## config.mk

```make
export PLATFORM = sky130hd
export DESIGN_NAME = mbc_bus_ctrl
export DESIGN_NICKNAME = d
export VERILOG_FILES = /design/src/hdl/mbc_pkg.sv /design/src/hdl/mbc_bus_ctrl.sv
export VERILOG_INCLUDE_DIRS = /design/src /design/src/hdl
export SDC_FILE = /design/constraint.sdc
export NUM_CORES = 1
export LEC_CHECK = 0
export BUFFER_PORTS_ARGS = -buffer_cell sky130_fd_sc_hd__buf_2
export CAP_MARGIN = 10
export CORE_UTILIZATION = 57
export DETAILED_ROUTE_END_ITERATION = 10
export GPL_TIMING_DRIVEN = 1
export PLACE_DENSITY = 0.83
export SLEW_MARGIN = 5
export SYNTH_ARGS = -nofsm -noshare
export SYNTH_HDL_FRONTEND = slang
export SYNTH_SLANG_ARGS = --single-unit
```

## constraint.sdc

```tcl
create_clock -name sys_clk -period 2.5 [get_ports sys_clk]
set_input_delay 0.125 -clock sys_clk [delete_from_list [all_inputs] [get_ports sys_clk]]
set_output_delay 0.125 -clock sys_clk [all_outputs]
set_load 0.05 [all_outputs]
```

## src/hdl/mbc_params.svh

```systemverilog
/*
  Register indices, field positions, reset values, mode codes and timing
  counts of the multiplexed bus control block.
  Assumes it is included by bare name from the block's design file.
*/
`ifndef MBC_PARAMS_SVH
`define MBC_PARAMS_SVH
`define MBC_IX_PA 6'h00
`define MBC_IX_PB 6'h01
`define MBC_IX_DA 6'h02
`define MBC_IX_DB 6'h03
`define MBC_IX_PE 6'h08
`define MBC_IX_DE 6'h09
`define MBC_IX_PASN 6'h0A
`define MBC_IX_MODE 6'h0B
`define MBC_IX_PULL 6'h0C
`define MBC_IX_RDRV 6'h0D
`define MBC_IX_EBIC 6'h0E
`define MBC_IX_IRQC 6'h1E
`define MBC_IX_PK 6'h32
`define MBC_IX_DK 6'h33
`define MBC_IX_IST 6'h3C
`define MBC_IX_ICLR 6'h3D
`define MBC_IX_IEN 6'h3E
`define MBC_PASN_NOCLK 4
`define MBC_PASN_LSEN 3
`define MBC_PASN_RWEN 2
`define MBC_MODE_C 7
`define MBC_MODE_A 5
`define MBC_MODE_VIS 3
`define MBC_EBIC_STR 0
`define MBC_IRQC_EDGE 7
`define MBC_IRQC_EN 6
`define MBC_EV_IRQ 0
`define MBC_EV_NMI 1
`define MBC_EV_TAG 2
`define MBC_NEV 3
`define MBC_MD_PERIPH 3'h2
`define MBC_MD_EXPW 3'h5
`define MBC_MD_EMUN 3'h1
`define MBC_BASE_DEF 8'h00
`define MBC_STRETCH_NS 50
`define MBC_CLK_MHZ 40
`endif

```

## src/hdl/mbc_pkg.sv

```systemverilog
/*
  Types shared by the multiplexed bus control block.
  Assumes nothing of its surroundings.
*/
package mbc_pkg;
  typedef enum logic [1:0] {BcIdle, BcLow, BcHigh} mbc_bc_state_t;
endpackage

```

## src/hdl/mbc_bus_ctrl.sv

```systemverilog
/*
  Multiplexed external bus control: bus clock, strobes, direction pin,
  interrupt pins, general ports and their register file on Wishbone.
  Assumes a classic Wishbone master on sys_clk and pins that are
  asynchronous to sys_clk; the core signals accesses on sys_clk.
*/
// Local design decision: the Wishbone register port.
`timescale 1ns/1ps
`include "mbc_params.svh"
// Function
// - Bus clock runs free at half the clock rate or pulses low-high per access.
// - In pulse mode a slow access gets a lengthened high phase.
// - Clock-off, visibility and stretch bits choose the bus clock behaviour.
// - Low-byte strobe goes low while low data byte is valid.
// - Peripheral mode: size pin low means 16-bit, high means 8-bit.
// - Tag-low pin low at falling bus clock tags low instruction half.
// - Direction pin is output except in peripheral mode, where it is input.
// - Port E bit 1 is input only and stays readable with interrupt on.
// - Maskable interrupt input supports level and edge detection.
// - Port A/B data and direction registers sit at offsets 0 to 3.
// - Port E, assign, mode, pull, drive, control sit at 8 to 0x0E.
// - Interrupt control at 0x1E, port K data/direction at 0x32/0x33.
// - Register block base is relocatable; upper address bits compared.
// - Mode pins are captured into mode bits as reset releases.
// - Port reads give pin level for inputs, register bit for outputs.
// - Reserved locations and bits read zero; writes to them are ignored.
module mbc_bus_ctrl import mbc_pkg::*; #(
  parameter int STRETCH_CYC =
    (`MBC_STRETCH_NS * `MBC_CLK_MHZ + 999) / 1000
) (
  input wire logic sys_clk,
  input wire logic resetn,
  input wire logic [15:0] wb_adr_i,
  input wire logic [31:0] wb_dat_i,
  input wire logic [3:0] wb_sel_i,
  input wire logic wb_we_i,
  input wire logic wb_cyc_i,
  input wire logic wb_stb_i,
  output logic [31:0] wb_dat_o,
  output logic wb_ack_o,
  input wire logic [7:0] regBase,
  input wire logic accessStart,
  input wire logic accessInternal,
  input wire logic accessSlow,
  input wire logic accessLowByte,
  input wire logic accessWrite,
  input wire logic tagEnable,
  input wire logic irqAck,
  input wire logic [2:0] modeSelPins,
  input wire logic extBusClk,
  input wire logic [7:0] paIn,
  output logic [7:0] paOut,
  output logic [7:0] paOe,
  input wire logic [7:0] pbIn,
  output logic [7:0] pbOut,
  output logic [7:0] pbOe,
  input wire logic [7:0] peIn,
  output logic [7:0] peOut,
  output logic [7:0] peOe,
  input wire logic [7:0] pkIn,
  output logic [7:0] pkOut,
  output logic [7:0] pkOe,
  output logic [7:0] pullCtrl,
  output logic [7:0] driveReduce,
  output logic [2:0] opMode,
  output logic transferSize8,
  output logic periphWrite,
  output logic periphStrobe,
  output logic tagLowHalf,
  output logic maskableReq,
  output logic nonmaskableReq,
  output logic irqOut
);

  // Two-stage synchroniser over every asynchronous pin input.
  localparam int SW = 36;
  logic [SW-1:0] syncA_q;
  logic [SW-1:0] syncB_q;
  wire [SW-1:0] pinRaw = {extBusClk, modeSelPins[0], paIn, pbIn, peIn,
                          pkIn, modeSelPins[2:1]};
  always_ff @(posedge sys_clk) begin
    syncA_q <= pinRaw;
    syncB_q <= syncA_q;
  end
  wire linkClkS = syncB_q[35];
  wire [7:0] paS = syncB_q[33:26];
  wire [7:0] pbS = syncB_q[25:18];
  wire [7:0] peS = syncB_q[17:10];
  wire [7:0] pkS = syncB_q[9:2];
  wire [2:0] modeS = {syncB_q[1:0], syncB_q[34]};

  // Registers written by software, then the strap flag and Wishbone answer flops.
  logic [7:0] pa_q, pb_q, da_q, db_q, pe_q, de_q, pasn_q, mode_q;
  logic [7:0] pull_q, rdrv_q, ebic_q, irqc_q, pk_q, dk_q;
  logic [`MBC_NEV-1:0] ist_q, ien_q;
  logic strapDone_q;
  logic ack_q;
  logic [31:0] rdat_q;

  // Address decode: the upper byte must match the relocated base.
  wire hit = wb_adr_i[15:8] == regBase;
  wire [5:0] idx = wb_adr_i[7:2];
  wire req = wb_cyc_i & wb_stb_i & ~ack_q;
  wire wr = req & wb_we_i & wb_sel_i[0] & hit;
  wire [7:0] wd = wb_dat_i[7:0];

  function automatic logic wsel(input logic [5:0] ix, input logic [5:0] t);
    wsel = ix == t;
  endfunction

  // Port read: input pins show the pin, output pins show the latch.
  function automatic logic [7:0] pread(input logic [7:0] d,
                                       input logic [7:0] dir,
                                       input logic [7:0] pin);
    pread = (d & dir) | (pin & ~dir);
  endfunction

  wire [2:0] md = mode_q[`MBC_MODE_C:`MBC_MODE_A];
  wire periph = md == `MBC_MD_PERIPH;
  wire tagMode = md == `MBC_MD_EXPW || md == `MBC_MD_EMUN;
  wire clkOff = pasn_q[`MBC_PASN_NOCLK];
  wire intVis = mode_q[`MBC_MODE_VIS];
  wire stretchEn = ebic_q[`MBC_EBIC_STR];

  // Bits 1 and 0 are input-only and always show the pin level.
  wire [7:0] peMix = pread(pe_q, de_q, peS);
  wire [7:0] peRd = {peMix[7:2], peS[1:0]};

  // Read multiplexer; unmapped indices and reserved bits read zero.
  logic [7:0] rsel;
  always_comb begin
    rsel = 8'h00;
    case (idx)
      `MBC_IX_PA: rsel = pread(pa_q, da_q, paS);
      `MBC_IX_PB: rsel = pread(pb_q, db_q, pbS);
      `MBC_IX_DA: rsel = da_q;
      `MBC_IX_DB: rsel = db_q;
      `MBC_IX_PE: rsel = peRd;
      `MBC_IX_DE: rsel = {de_q[7:2], 2'h0};
      `MBC_IX_PASN: rsel = pasn_q;
      `MBC_IX_MODE: rsel = mode_q;
      `MBC_IX_PULL: rsel = pull_q;
      `MBC_IX_RDRV: rsel = rdrv_q;
      `MBC_IX_EBIC: rsel = ebic_q;
      `MBC_IX_IRQC: rsel = irqc_q;
      `MBC_IX_PK: rsel = pread(pk_q, dk_q, pkS);
      `MBC_IX_DK: rsel = dk_q;
      `MBC_IX_IST: rsel = {5'h00, ist_q};
      `MBC_IX_IEN: rsel = {5'h00, ien_q};
      default: rsel = 8'h00;
    endcase
  end

  // Wishbone answer: ack one cycle after the request, dropped after one.
  // A miss on the base still acks with zero so the master never hangs.
  always_ff @(posedge sys_clk) begin
    if (!resetn) begin
      ack_q <= 1'b0;
      rdat_q <= 32'h0000_0000;
    end else begin
      ack_q <= req;
      rdat_q <= {24'h00_0000, hit ? rsel : 8'h00};
    end
  end
  assign wb_ack_o = ack_q;
  assign wb_dat_o = rdat_q;

  // Port data and direction registers.
  always_ff @(posedge sys_clk) begin
    if (!resetn) begin
      {pa_q, pb_q, da_q} <= '0;
      {db_q, pk_q, dk_q} <= '0;
    end else if (wr) begin
      if (wsel(idx, `MBC_IX_PA)) pa_q <= wd;
      if (wsel(idx, `MBC_IX_PB)) pb_q <= wd;
      if (wsel(idx, `MBC_IX_DA)) da_q <= wd;
      if (wsel(idx, `MBC_IX_DB)) db_q <= wd;
      if (wsel(idx, `MBC_IX_PK)) pk_q <= wd;
      if (wsel(idx, `MBC_IX_DK)) dk_q <= wd;
    end
  end

  // Port E and bus control registers; bits 1:0 of port E stay zero.
  always_ff @(posedge sys_clk) begin
    if (!resetn) begin
      {pe_q, de_q, pasn_q, pull_q} <= '0;
      {rdrv_q, ebic_q, irqc_q} <= '0;
    end else if (wr) begin
      if (wsel(idx, `MBC_IX_PE)) pe_q <= {wd[7:2], 2'h0};
      if (wsel(idx, `MBC_IX_DE)) de_q <= {wd[7:2], 2'h0};
      if (wsel(idx, `MBC_IX_PASN)) pasn_q <= wd;
      if (wsel(idx, `MBC_IX_PULL)) pull_q <= wd;
      if (wsel(idx, `MBC_IX_RDRV)) rdrv_q <= wd;
      if (wsel(idx, `MBC_IX_EBIC)) ebic_q <= wd;
      if (wsel(idx, `MBC_IX_IRQC)) irqc_q <= wd;
    end
  end

  // Mode register: the strap is caught in the first cycle after release,
  // never under reset, since reset may only load constants.
  always_ff @(posedge sys_clk) begin
    if (!resetn) begin
      strapDone_q <= 1'b0;
      mode_q <= 8'h00;
    end else if (!strapDone_q) begin
      strapDone_q <= 1'b1;
      mode_q[`MBC_MODE_C:`MBC_MODE_A] <= modeS;
    end else if (wr && wsel(idx, `MBC_IX_MODE)) begin
      mode_q[`MBC_MODE_VIS] <= wd[`MBC_MODE_VIS];
    end
  end

  // Bus clock state machine and access latches.
  mbc_bc_state_t bcState_q, bcState_d;
  logic [7:0] hiCnt_q, hiCnt_d;
  logic bc_q, bc_d;
  logic strobe_q, rw_q;
  wire visible = accessStart & (~accessInternal | intVis);
  wire [7:0] hiLen = (accessSlow & stretchEn) ? 8'(STRETCH_CYC) : 8'h00;

  // Free-running toggles every cycle; otherwise one pulse per visible access, none with clock-off.
  always_comb begin
    bcState_d = bcState_q;
    hiCnt_d = hiCnt_q;
    bc_d = 1'b0;
    case (bcState_q)
      BcIdle: begin
        if (clkOff) begin
          bc_d = 1'b0;
        end else if (!stretchEn) begin
          bc_d = ~bc_q;
        end else if (visible) begin
          bcState_d = BcLow;
          hiCnt_d = hiLen;
        end
      end
      BcLow: begin
        bcState_d = BcHigh;
        bc_d = 1'b1;
      end
      BcHigh: begin
        if (hiCnt_q == 8'h00) begin
          bcState_d = BcIdle;
        end else begin
          hiCnt_d = hiCnt_q - 8'h01;
          bc_d = 1'b1;
        end
      end
      default: bcState_d = BcIdle;
    endcase
  end

  always_ff @(posedge sys_clk) begin
    if (!resetn) begin
      bcState_q <= BcIdle;
      hiCnt_q <= 8'h00;
      bc_q <= 1'b0;
    end else begin
      bcState_q <= bcState_d;
      hiCnt_q <= hiCnt_d;
      bc_q <= bc_d;
    end
  end

  // Strobe and direction are latched at the access start and held
  // until the pulse ends, so they stay steady across the high phase.
  always_ff @(posedge sys_clk) begin
    if (!resetn) begin
      strobe_q <= 1'b1;
      rw_q <= 1'b1;
    end else if (bcState_q == BcIdle && accessStart) begin
      strobe_q <= ~accessLowByte;
      rw_q <= ~accessWrite;
    end else if (bcState_q == BcIdle && !accessStart) begin
      strobe_q <= 1'b1;
      rw_q <= 1'b1;
    end
  end

  // Port E pin drive: alternate functions take over bits 4 to 2.
  logic [7:0] peOut_d, peOe_d;
  always_comb begin
    peOut_d = pe_q;
    peOe_d = {de_q[7:2], 2'h0};
    if (!clkOff) begin
      peOut_d[4] = bc_q;
      peOe_d[4] = 1'b1;
    end
    if (periph) begin
      peOe_d[3] = 1'b0;
      peOe_d[2] = 1'b0;
    end else begin
      if (pasn_q[`MBC_PASN_LSEN]) begin
        peOut_d[3] = strobe_q;
        peOe_d[3] = 1'b1;
      end
      if (pasn_q[`MBC_PASN_RWEN]) begin
        peOut_d[2] = rw_q;
        peOe_d[2] = 1'b1;
      end
    end
  end

  // Tag sampling at our own falling bus clock edge.
  logic bcOld_q;
  wire bcFall = bcOld_q & ~bc_q;
  wire tagHit = bcFall & tagMode & tagEnable & pasn_q[`MBC_PASN_LSEN] &
                ~peS[3];

  // Tester strobe edges: the synchronised link clock rising edge
  // samples size and direction in peripheral mode.
  logic linkOld_q;
  wire linkRise = linkClkS & ~linkOld_q;

  // Interrupt pins are active low; edge mode looks for a falling level.
  logic irqOld_q, nmiOld_q, irqEdge_q;
  wire irqFall = irqOld_q & ~peS[1];
  wire nmiFall = nmiOld_q & ~peS[0];
  wire irqEdgeMode = irqc_q[`MBC_IRQC_EDGE];
  wire irqEn = irqc_q[`MBC_IRQC_EN];
  wire [`MBC_NEV-1:0] ev = {tagHit, nmiFall, irqFall & irqEn};
  wire clrWr = wr & wsel(idx, `MBC_IX_ICLR);
  wire [`MBC_NEV-1:0] clrBits = clrWr ? wd[`MBC_NEV-1:0] : '0;

  always_ff @(posedge sys_clk) begin
    if (!resetn) begin
      bcOld_q <= 1'b0;
      linkOld_q <= 1'b0;
      irqOld_q <= 1'b1;
      nmiOld_q <= 1'b1;
    end else begin
      bcOld_q <= bc_q;
      linkOld_q <= linkClkS;
      irqOld_q <= peS[1];
      nmiOld_q <= peS[0];
    end
  end

  // Edge latch for the maskable request: set wins over the acknowledge.
  always_ff @(posedge sys_clk) begin
    if (!resetn) begin
      irqEdge_q <= 1'b0;
    end else if (irqFall & irqEn) begin
      irqEdge_q <= 1'b1;
    end else if (irqAck | ~irqEn) begin
      irqEdge_q <= 1'b0;
    end
  end

  // Sticky event status; a new event beats a clear in the same cycle.
  always_ff @(posedge sys_clk) begin
    if (!resetn) begin
      ist_q <= '0;
      ien_q <= '0;
    end else begin
      ist_q <= (ist_q & ~clrBits) | ev;
      if (wr && wsel(idx, `MBC_IX_IEN)) ien_q <= wd[`MBC_NEV-1:0];
    end
  end

  // Registered outputs: every port below comes straight off a flop.
  always_ff @(posedge sys_clk) begin
    if (!resetn) begin
      {paOut, paOe, pbOut, pbOe, peOut, peOe} <= '0;
      {pkOut, pkOe, pullCtrl, driveReduce} <= '0;
      {opMode, transferSize8, periphWrite, periphStrobe} <= '0;
      {tagLowHalf, maskableReq, nonmaskableReq, irqOut} <= '0;
    end else begin
      paOut <= pa_q;
      paOe <= da_q;
      pbOut <= pb_q;
      pbOe <= db_q;
      peOut <= peOut_d;
      peOe <= peOe_d;
      pkOut <= pk_q;
      pkOe <= dk_q;
      pullCtrl <= pull_q;
      driveReduce <= rdrv_q;
      opMode <= md;
      periphStrobe <= periph & linkRise;
      if (periph && linkRise) begin
        transferSize8 <= peS[3];
        periphWrite <= ~peS[2];
      end
      tagLowHalf <= tagHit;
      maskableReq <= irqEn & (irqEdgeMode ? irqEdge_q : ~peS[1]);
      nonmaskableReq <= ~peS[0];
      irqOut <= |(ist_q & ien_q);
    end
  end

endmodule

```

# Word level (Yosys, flattened, before mapping)
# Cells that the tools add are included.
# classes
mux	31
reduce_logical	32
div_mod_pow	0
n_eq_ne	27
magnitude_cmp	0
bitwise_logic	53
shifts	0
n_addsub	1
multipliers	0
# ops
operator	count
$pmux 8 s16	1
$and 8x8->8	8
$eq 6x4->1 const B	7
$mux 8	4
$not 8->8	4
$or 8x8->8	4
$eq 6x6->1 const B	5
$reduce_and 2->1	15
$and 1x1->1	19
$mux 1	16
$pmux 8 s2	1
$eq 6x2->1 const B	2
$mux 2	6
$not 1->1	12
$ne 2x2->1 const B	5
$eq 8x8->1	1
$logic_not 8->1	1
$sub 8x1->8 const B	1
$and 3x3->3	2
$eq 6x1->1 const B	1
$eq 6x5->1 const B	1
$logic_not 6->1	1
$pmux 2 s3	1
$reduce_bool 2->1	3
18 further kinds	23
# word_totals
reg_bits	322
latch_bits	0
ram_bits	0
romBits	0
inputBits	108
memories	0

# Longest topological paths before layout
# Gate-level depths: netlist of run 1.
# logic_depth
depth_word	10
ltp_mapped	8
ltp_nobuf	6

# Least setup slack after synthesis of run 1
# Ideal clock, no wire load.
# synth_timing
kind	reg-to-reg
startpoint	register ack_q (netlist: wb_ack_o)
endpoint	register irqc_q[0]
slack_ns	0.653
t_arrival_ns	1.715
required_ns	2.368
synth_period_minus_slack_ns	1.847
path_stages_with_launch	6
setup_ns	0.132
path_cell_list	dfxtp_1 > nor3_1 > and3_1 > buf_4 > nand2_2 > mux2i_1
# synth_between
elab_chain_cells	6
# synth_rtl
element	line_no	source
start, declared	mbc_bus_ctrl.sv:97	logic ack_q;
start signal, assigned	mbc_bus_ctrl.sv:161	ack_q <= req;
$not 1->1	mbc_bus_ctrl.sv:103	wire req = wb_cyc_i & wb_stb_i & ~ack_q;
$and 1x1->1	mbc_bus_ctrl.sv:103	
$and 1x1->1 (3 in a row)	mbc_bus_ctrl.sv:104	wire wr = req & wb_we_i & wb_sel_i[0] & hit;
$reduce_and 2->1 (no line)	-	
end signal, assigned	mbc_bus_ctrl.sv:195	if (wsel(idx, `MBC_IX_IRQC)) irqc_q <= wd;
end, declared	mbc_bus_ctrl.sv:94	logic [7:0] pull_q, rdrv_q, ebic_q, irqc_q, pk_q, dk_q;
# No other way between the ends.
# A chain may end at the register's enable or synchronous reset.

# Final worst setup path of run 1
# layout_timing
startpoint	register mode_q[6]
endpoint	register periphWrite
# layout_between
elab_chain_cells	2
# layout_rtl
element	line_no	source
start, declared	mbc_bus_ctrl.sv:93	logic [7:0] pa_q, pb_q, da_q, db_q, pe_q, de_q, pasn_q, mode_q;
start signal, assigned by index	mbc_bus_ctrl.sv:207	mode_q[`MBC_MODE_C:`MBC_MODE_A] <= modeS;
start signal, assigned by index	mbc_bus_ctrl.sv:209	mode_q[`MBC_MODE_VIS] <= wd[`MBC_MODE_VIS];
$eq 3x2->1 (no line)	-	
$logic_and 1x1->1	mbc_bus_ctrl.sv:381	if (periph && linkRise) begin
end signal, assigned	mbc_bus_ctrl.sv:383	periphWrite <= ~peS[2];
end, declared	mbc_bus_ctrl.sv:67	output logic periphWrite,
# No other way between the ends.

==> summary.md, run 1 <==
| Metric | Value |
|---|---|
| Primary FF master, synth | dfxtp_1 |
| Num ports | 231 |
| Hold Violations, Final | 0 |
| Maximum clock skew at final layout | between 7 and 8 ps |
| Layout Nets | between 1000 and 1500 |
| Syn. warnings | 0 |
| Core area | 0.0174 mm^2 |
| Final cell count without fillers | 1483 |
| Critical Path AT | 2430 ps |
| Slew margin rel. | 44.5% |
| Hold_sp | wb_adr_i[5] |
| DR vias/cell | 5.59 |
| Layout cell share with drive strength beyond 1 | between 20% and 30% |
| CP max FO | 6 |
| Hold worst-path end | wb_dat_o[2]$_SDFF_PN0_ |
| Area fraction of the dominant cell type after synthesis | 57.9% |
| Worst-Margin Slew | around 830 ps |
| CTS tree | yes |
| CTS H-tree lvls | 1 |
| Initial Utilization | around three fifths |
| Fin crit share | 79.8% |
| Routed WL | 27900 um |
| Min Hold Slack | 66.4 ps |
| Hold Path Depth | 4 |
| Die width | 136 um |
| Worst Hold Class | input port to flip-flop |
| Peak VDD IR | slightly above 0.9 mV |
| Placed cell area | 0.0113 mm^2 |
| PortBufs | 173 |
| First-pass GRT wire length | 43100 um |
| Fmax | approximately 500 MHz |
| Overall power | 9.99 mW |
| Area contributors post-synth | dfxtp_1, mux2i_1, nand2_1 |
| FF+latch count, synth | 296 |
| Drt initial violations | 983 |
| Status | completed |
| Die H | 136 um |
| TNS Setup | 0 ps |
| Reg clk slew, reported paths | 60 ps |
| RSZ-0062 raised after global routing | false |
| Post-DR wirelength/cell | roughly 19 um |
| Area added between synthesis and finish | 25.4% |
| Worst-Skew Late Latency | 540 ps |
| Detail Route Antenna Nets | 0 |
| Vias post-DR | 8295 |
| Synth Instances | 1003 |
| Mapped cell area | 0.0102 mm^2 |
| GRT Total Usage | 30.5% |
| Pre-antenna DRT Iters | 6 |
| Leading area contributor after synthesis | dfxtp_1 |
| Initial antenna violation count | 2 |
| Number of enable flip-flop cells after synthesis | 0 |
| Post-synthesis async set-or-reset flop share | 0% |
| Vias in the first global route | 8121 |
| Pwr Density | around 780 mW/mm^2 |
| # clock sinks | 296 |
| Largest registers | syncA_q: 36 flops, syncB_q: 36 flops |
| Grt total ovfl | 0 |
| CP Launch Type | flip-flop |
| Cell area after layout | ~0.013 mm^2 |
| Final Max Tran Viols | 0 |
| Critical Path Sink Type | flip-flop |
| Post-synthesis sequential area ratio | between 50 and 60% |
| Inst Count DP | roughly 1400 |
| Row Count | 48 |
| Max clock buf depth | 3 |
| Setup WS post-layout | 505 ps |
| Crit path kind | flip-flop to flip-flop |
| Cells on worst reg2reg path | 4 |
| Reg2Reg Setup Slack | 510 ps |
| Routability Congestion | ~0.9 |
| # DRC | 0 |
| Max-cap violations | 0 |
| Distinct cells, synth | 73 |
| Pin count of the biggest net entering global routing | 109 |
| RR Endpoint | periphWrite$_SDFFE_PN0P_ |
| Final Core Density | 73.7% |
| Syn_area_per_cell | 10.2 um^2 |
| DIE AREA | about 0.018 mm^2 |
| Pre-CTS WS | 368 ps |
| Tmin final | approximately 2000 ps |
| Data required, critical path | 2930 ps |
| CTS Root Cell | clkbuf_16 |
| Num CTS Buffers | 28 |
| Leakage Power | ~6.1 nW |
| Reg-to-Reg Start | mode_q[6]$_SDFFE_PN0N_ |
| Number of setup violations in the final report | 0 |
| Placed wire-length estimate | 18200 um |
timing repair:
| action | 4_1_cts | 5_1_grt |
|---|---|---|
| endpoints found under the setup margin | 0 | 0 |
| hold buffers | 52 | 0 |
| hold endpoints to repair | 60 | 0 |
| resized for setup | 0 | 0 |
| buffers inserted | 0 | 0 |
how the worst max path moves through the flow:
| stage | to | start | cells past startpoint |
|---|---|---|---|
| after global routing | periphWrite$_SDFFE_PN0P_ | mode_q[6]$_SDFFE_PN0N_ | 4 |
| final | periphWrite$_SDFFE_PN0P_ | mode_q[6]$_SDFFE_PN0N_ | 4 |
| after floorplan | irqc_q[0]$_SDFFE_PN0P_ | wb_ack_o$_SDFF_PN0_ | 5 |
| after CTS | transferSize8$_SDFFE_PN0P_ | mode_q[6]$_SDFFE_PN0N_ | 4 |
| after global placement | wb_dat_o[2]$_SDFF_PN0_ | wb_adr_i[3] | 6 |
| after detailed placement | wb_dat_o[0]$_SDFF_PN0_ | wb_adr_i[3] | 6 |
final cells by class:
class | count | area [um^2]
diodes | 2 | 5.00
clock buffers | 40 | 837
clock inverters | 12 | 195
fillers | 1217 | 4590
inverters | 59 | 221
multi-input cells | 599 | 3770
flip-flops and latches | 296 | 5930
well taps | 225 | 282
repair buffers | 250 | 1600
synthesized netlist by cell type (8+ instances only):
master,number
a21oi_1,38
a31oi_1,9
and2_1,31
buf_2,14
buf_4,31
clkbuf_1,29
dfxtp_1,296
inv_1,59
mux2i_1,90
nand2_1,134
nand2b_1,12
nand3_1,25
nor2_1,37
nor3_1,13
o21ai_0,37
o21ai_1,8
xor2_1,10
critical path, cell delays in order, from the launching register on:
cell and delay [ps]:
dfxtp_1 400, or3b_2 550, nor3b_1 560, nor2_1 110, a211oi_1 270
where the power goes:
part / switching (mW) / internal, mW
logic: 0.353 / 0.180
registers: 0.0353 / 4.80
clock network: 1.78 / 2.85
total: 2.16 / 7.82
logic make-up after synthesis:
logic type      after synthesis  synth area share (%)
compound gates              148                  9.27
fa+ha+maj                     2                 0.245
xor+xnor                     14                  1.20
simple gates                314                  15.9
buf+inv                     135                  6.26
mux                          93                  9.14
other cells                   1                0.0367
flops                       296                  57.9
layer usage:
metal	share of wire, %	track usage (%)	up-vias	routed length, um
met4	4.0	12.0	0	1120
met5	0	0	-	0
li1	-	-	3829	-
met2	47	51.0	491	13100
met1	40	38.4	3891	11100
met3	9.6	6.52	84	2690
cells in the final DEF (no fill, tap or decap), drive strengths merged, types with 8 or more instances in the layout:
master,count
a31oi,9
nor2,40
nand3,27
nor3,15
dfxtp,296
buf,198
clkbuf,40
and2,31
conb,28
dlygate4sd3,52
mux2i,90
inv,59
nand2b,12
a21oi,38
nand2,140
o21ai,45
nor4,9
nor3b,8
xor2,10
No activity file was read; power rests on OpenSTA's default activity.
==> run 2, diff against run 1 <==
- CORE_UTILIZATION: 57 -> 48
- PLACE_DENSITY: 0.83 -> 0.74
- clock period: 2.5 -> 1.6 ns (I/O delays scaled with it)
==> summary.md, run 2 (synthesis gave the netlist of run 1 again) <==
| Metric | Value |
|---|---|
| DIE AREA | 0.0219 mm^2 (+18%) |
| Largest registers | syncA_q: 36 flops, syncB_q: 36 flops |
| Pin count of the biggest net entering global routing | 44 (-60%) |
| # clock sinks | 296 (unchanged) |
| CTS H-tree lvls | 1 (unchanged) |
| Number of fill cells | 1656 (+36%) |
| Detail Route Antenna Nets | 0 (unchanged) |
| Status | finished, violations left |
| Worst Hold Class | input port to flip-flop |
| Pre-antenna DRT Iters | 8 (+2) |
| Post-DR wirelength/cell | 18.3 um (-2.7%) |
| Data required, critical path | 2020 ps (-910 ps) |
| Num ports | 231 (unchanged) |
| Slew margin rel. | 54.1% (+9.5 points) |
| Ant. Diodes | 0 (-2) |
| First-pass GRT wire length | 45100 um (+4.6%) |
| Max-cap violations | 0 (unchanged) |
| Worst-Margin Slew | 688 ps (-144 ps) |
| Placed wire-length estimate | 20900 um (+15%) |
| Area added between synthesis and finish | 35.0% |
| Hold Violations, Final | 0 (unchanged) |
| Most common cell after layout, fill and taps aside | dfxtp_1 |
| Initial antenna violation count | 0 (-2) |
| Min Hold Slack | 44.3 ps (-22.1 ps) |
| GRT Total Usage | 26.9% (-3.6 points) |
| Die H | 148 um (+8.8%) |
| Fmax | 621 MHz (+24%) |
| Critical Path AT | 2030 ps (-400 ps) |
| Routability Congestion | 0.928 (+1.6%) |
| Most frequent cells in the layout | dfxtp_1, buf_2, nand2_1 |
| CTS tree | yes |
| Number of setup violations in the final report | 1 (+1) |
| Routed WL | 29700 um (+6.3%) |
| Critical Path Sink Type | flip-flop |
| Drt initial violations | 535 (-46%) |
| CTS Root Cell | clkbuf_16 |
| Fin crit share | 101% (+21 points) |
| CP Launch Type | flip-flop |
| Multi-input gate area | 0.00391 mm^2 (+3.9%) |
| Final Max Tran Viols | 0 (unchanged) |
| Die width | 148 um (+8.8%) |
| DR vias/cell | 5.20 (-7.1%) |
| Reg2Reg Setup Slack | -10 ps (-510 ps) |
| Worst-Skew Late Latency | 540 ps (about the same) |
| Tmin final | 1610 ps (-385 ps) |
| CP max FO | 2 (-4) |
| Pwr Density | 1140 mW/mm^2 (+47%) |
| RSZ-0062 raised after global routing | true |
| Crit path kind | flip-flop to flip-flop |
| Reg clk slew, reported paths | 60 ps (about the same) |
| Storage cell area | 0.00593 mm^2 (about the same) |
| Violated checks | setup timing |
| Leakage Power | 6.67 nW (+8.5%) |
| Peak VDD IR | 0.896 mV (-1.9%) |
| Placed cell area | 0.0121 mm^2 (+7.7%) |
| Cell area after layout | 0.0138 mm^2 (+7.7%) |
| Grt total ovfl | 0 (unchanged) |
| # DRC | 0 (unchanged) |
| Core area | 0.0210 mm^2 (+20%) |
| Initial Utilization | 48.8% (-9.9 points) |
| Num CTS Buffers | 28 (unchanged) |
| PortBufs | 173 (unchanged) |
| Layout Nets | 1437 (+6.9%) |
| Vias post-DR | 8427 (+1.6%) |
| Row Count | 53 (+10%) |
| Vias in the first global route | 8243 (+1.5%) |
| TNS Setup | -9.83 ps (-9.83 ps) |
| Maximum clock skew at final layout | 16.6 ps (+8.91 ps) |
| Layout cell share with drive strength beyond 1 | 28.9% (+7.1 points) |
| Max clock buf depth | 3 (unchanged) |
| Setup WS post-layout | -9.83 ps (-515 ps) |
## run 2: changes by cell type in the layout (fill, tap and decap cells not counted), sizes merged
cell	previous run	this run
inv	59	62
clkbuf	40	34
diode	2	0
clkinvlp	1	0
buf	198	291
bufinv	5	6
## run 2: path summary, 6_finish.rpt
kind / from / end / depth (start not counted)
worst max-delay path: syncB_q[12]$_DFF_P_ / wb_dat_o[2]$_SDFF_PN0_ / 5
worst min-delay path: accessSlow / hiCnt_q[1]$_SDFFE_PN0P_ / 5
worst max register to register: syncB_q[12]$_DFF_P_ / wb_dat_o[2]$_SDFF_PN0_ / 5
worst min register to register: syncA_q[0]$_DFF_P_ / syncB_q[0]$_DFF_P_ / 0
## run 2: report_power, final
part | switching (mW) | total, mW | internal, mW
Sequential | 0.0494 | 7.54 | 7.49
Combinational | 0.590 | 0.974 | 0.384
Clock | 2.83 | 7.26 | 4.43
## run 2: critical path, cell delays in order, from the launching register on
cell	delay [ps]
dfxtp_1	350
or3b_2	460
a21oi_2	150
a21oi_1	70
o21a_1	200
a31oi_1	260
## run 2: stage by stage
step	cells	power [mW]	setup slack, ps	util [%]
after detailed placement	1519	8.55	-365	57.9
after global routing	1621	16.2	-36.5	65.9
after floorplan	1030	8.20	-10.4	-
after global placement	1519	8.54	-420	57.9
after CTS	1620	15.8	1.01	65.4
final	1621	15.8	-9.83	65.9
## run 2: layer usage
metal,wire [um],vias to the layer above,GRT usage [%]
met1,12700,3953,35.6
met3,2380,66,5.34
met5,0,-,0
li1,-,4017,-
met4,968,0,9.38
met2,13600,391,43.7
## run 2: cell type report
class | instances | area share [%]
sequential | 296 | 42.9
multi-input combinational | 599 | 28.3
timing repair buffer | 343 | 17.3
clock inverter | 15 | 1.78
inverter | 59 | 1.60
tap | 275 | 2.49
clock buffer | 34 | 5.61
## run 2: repair_timing
action	CTS	global route
endpoints found under the setup margin	3	12
hold buffers	52	0
pin swaps	0	8
gates resized for setup	4	25
hold endpoints to repair	64	0
setup buffers	0	1
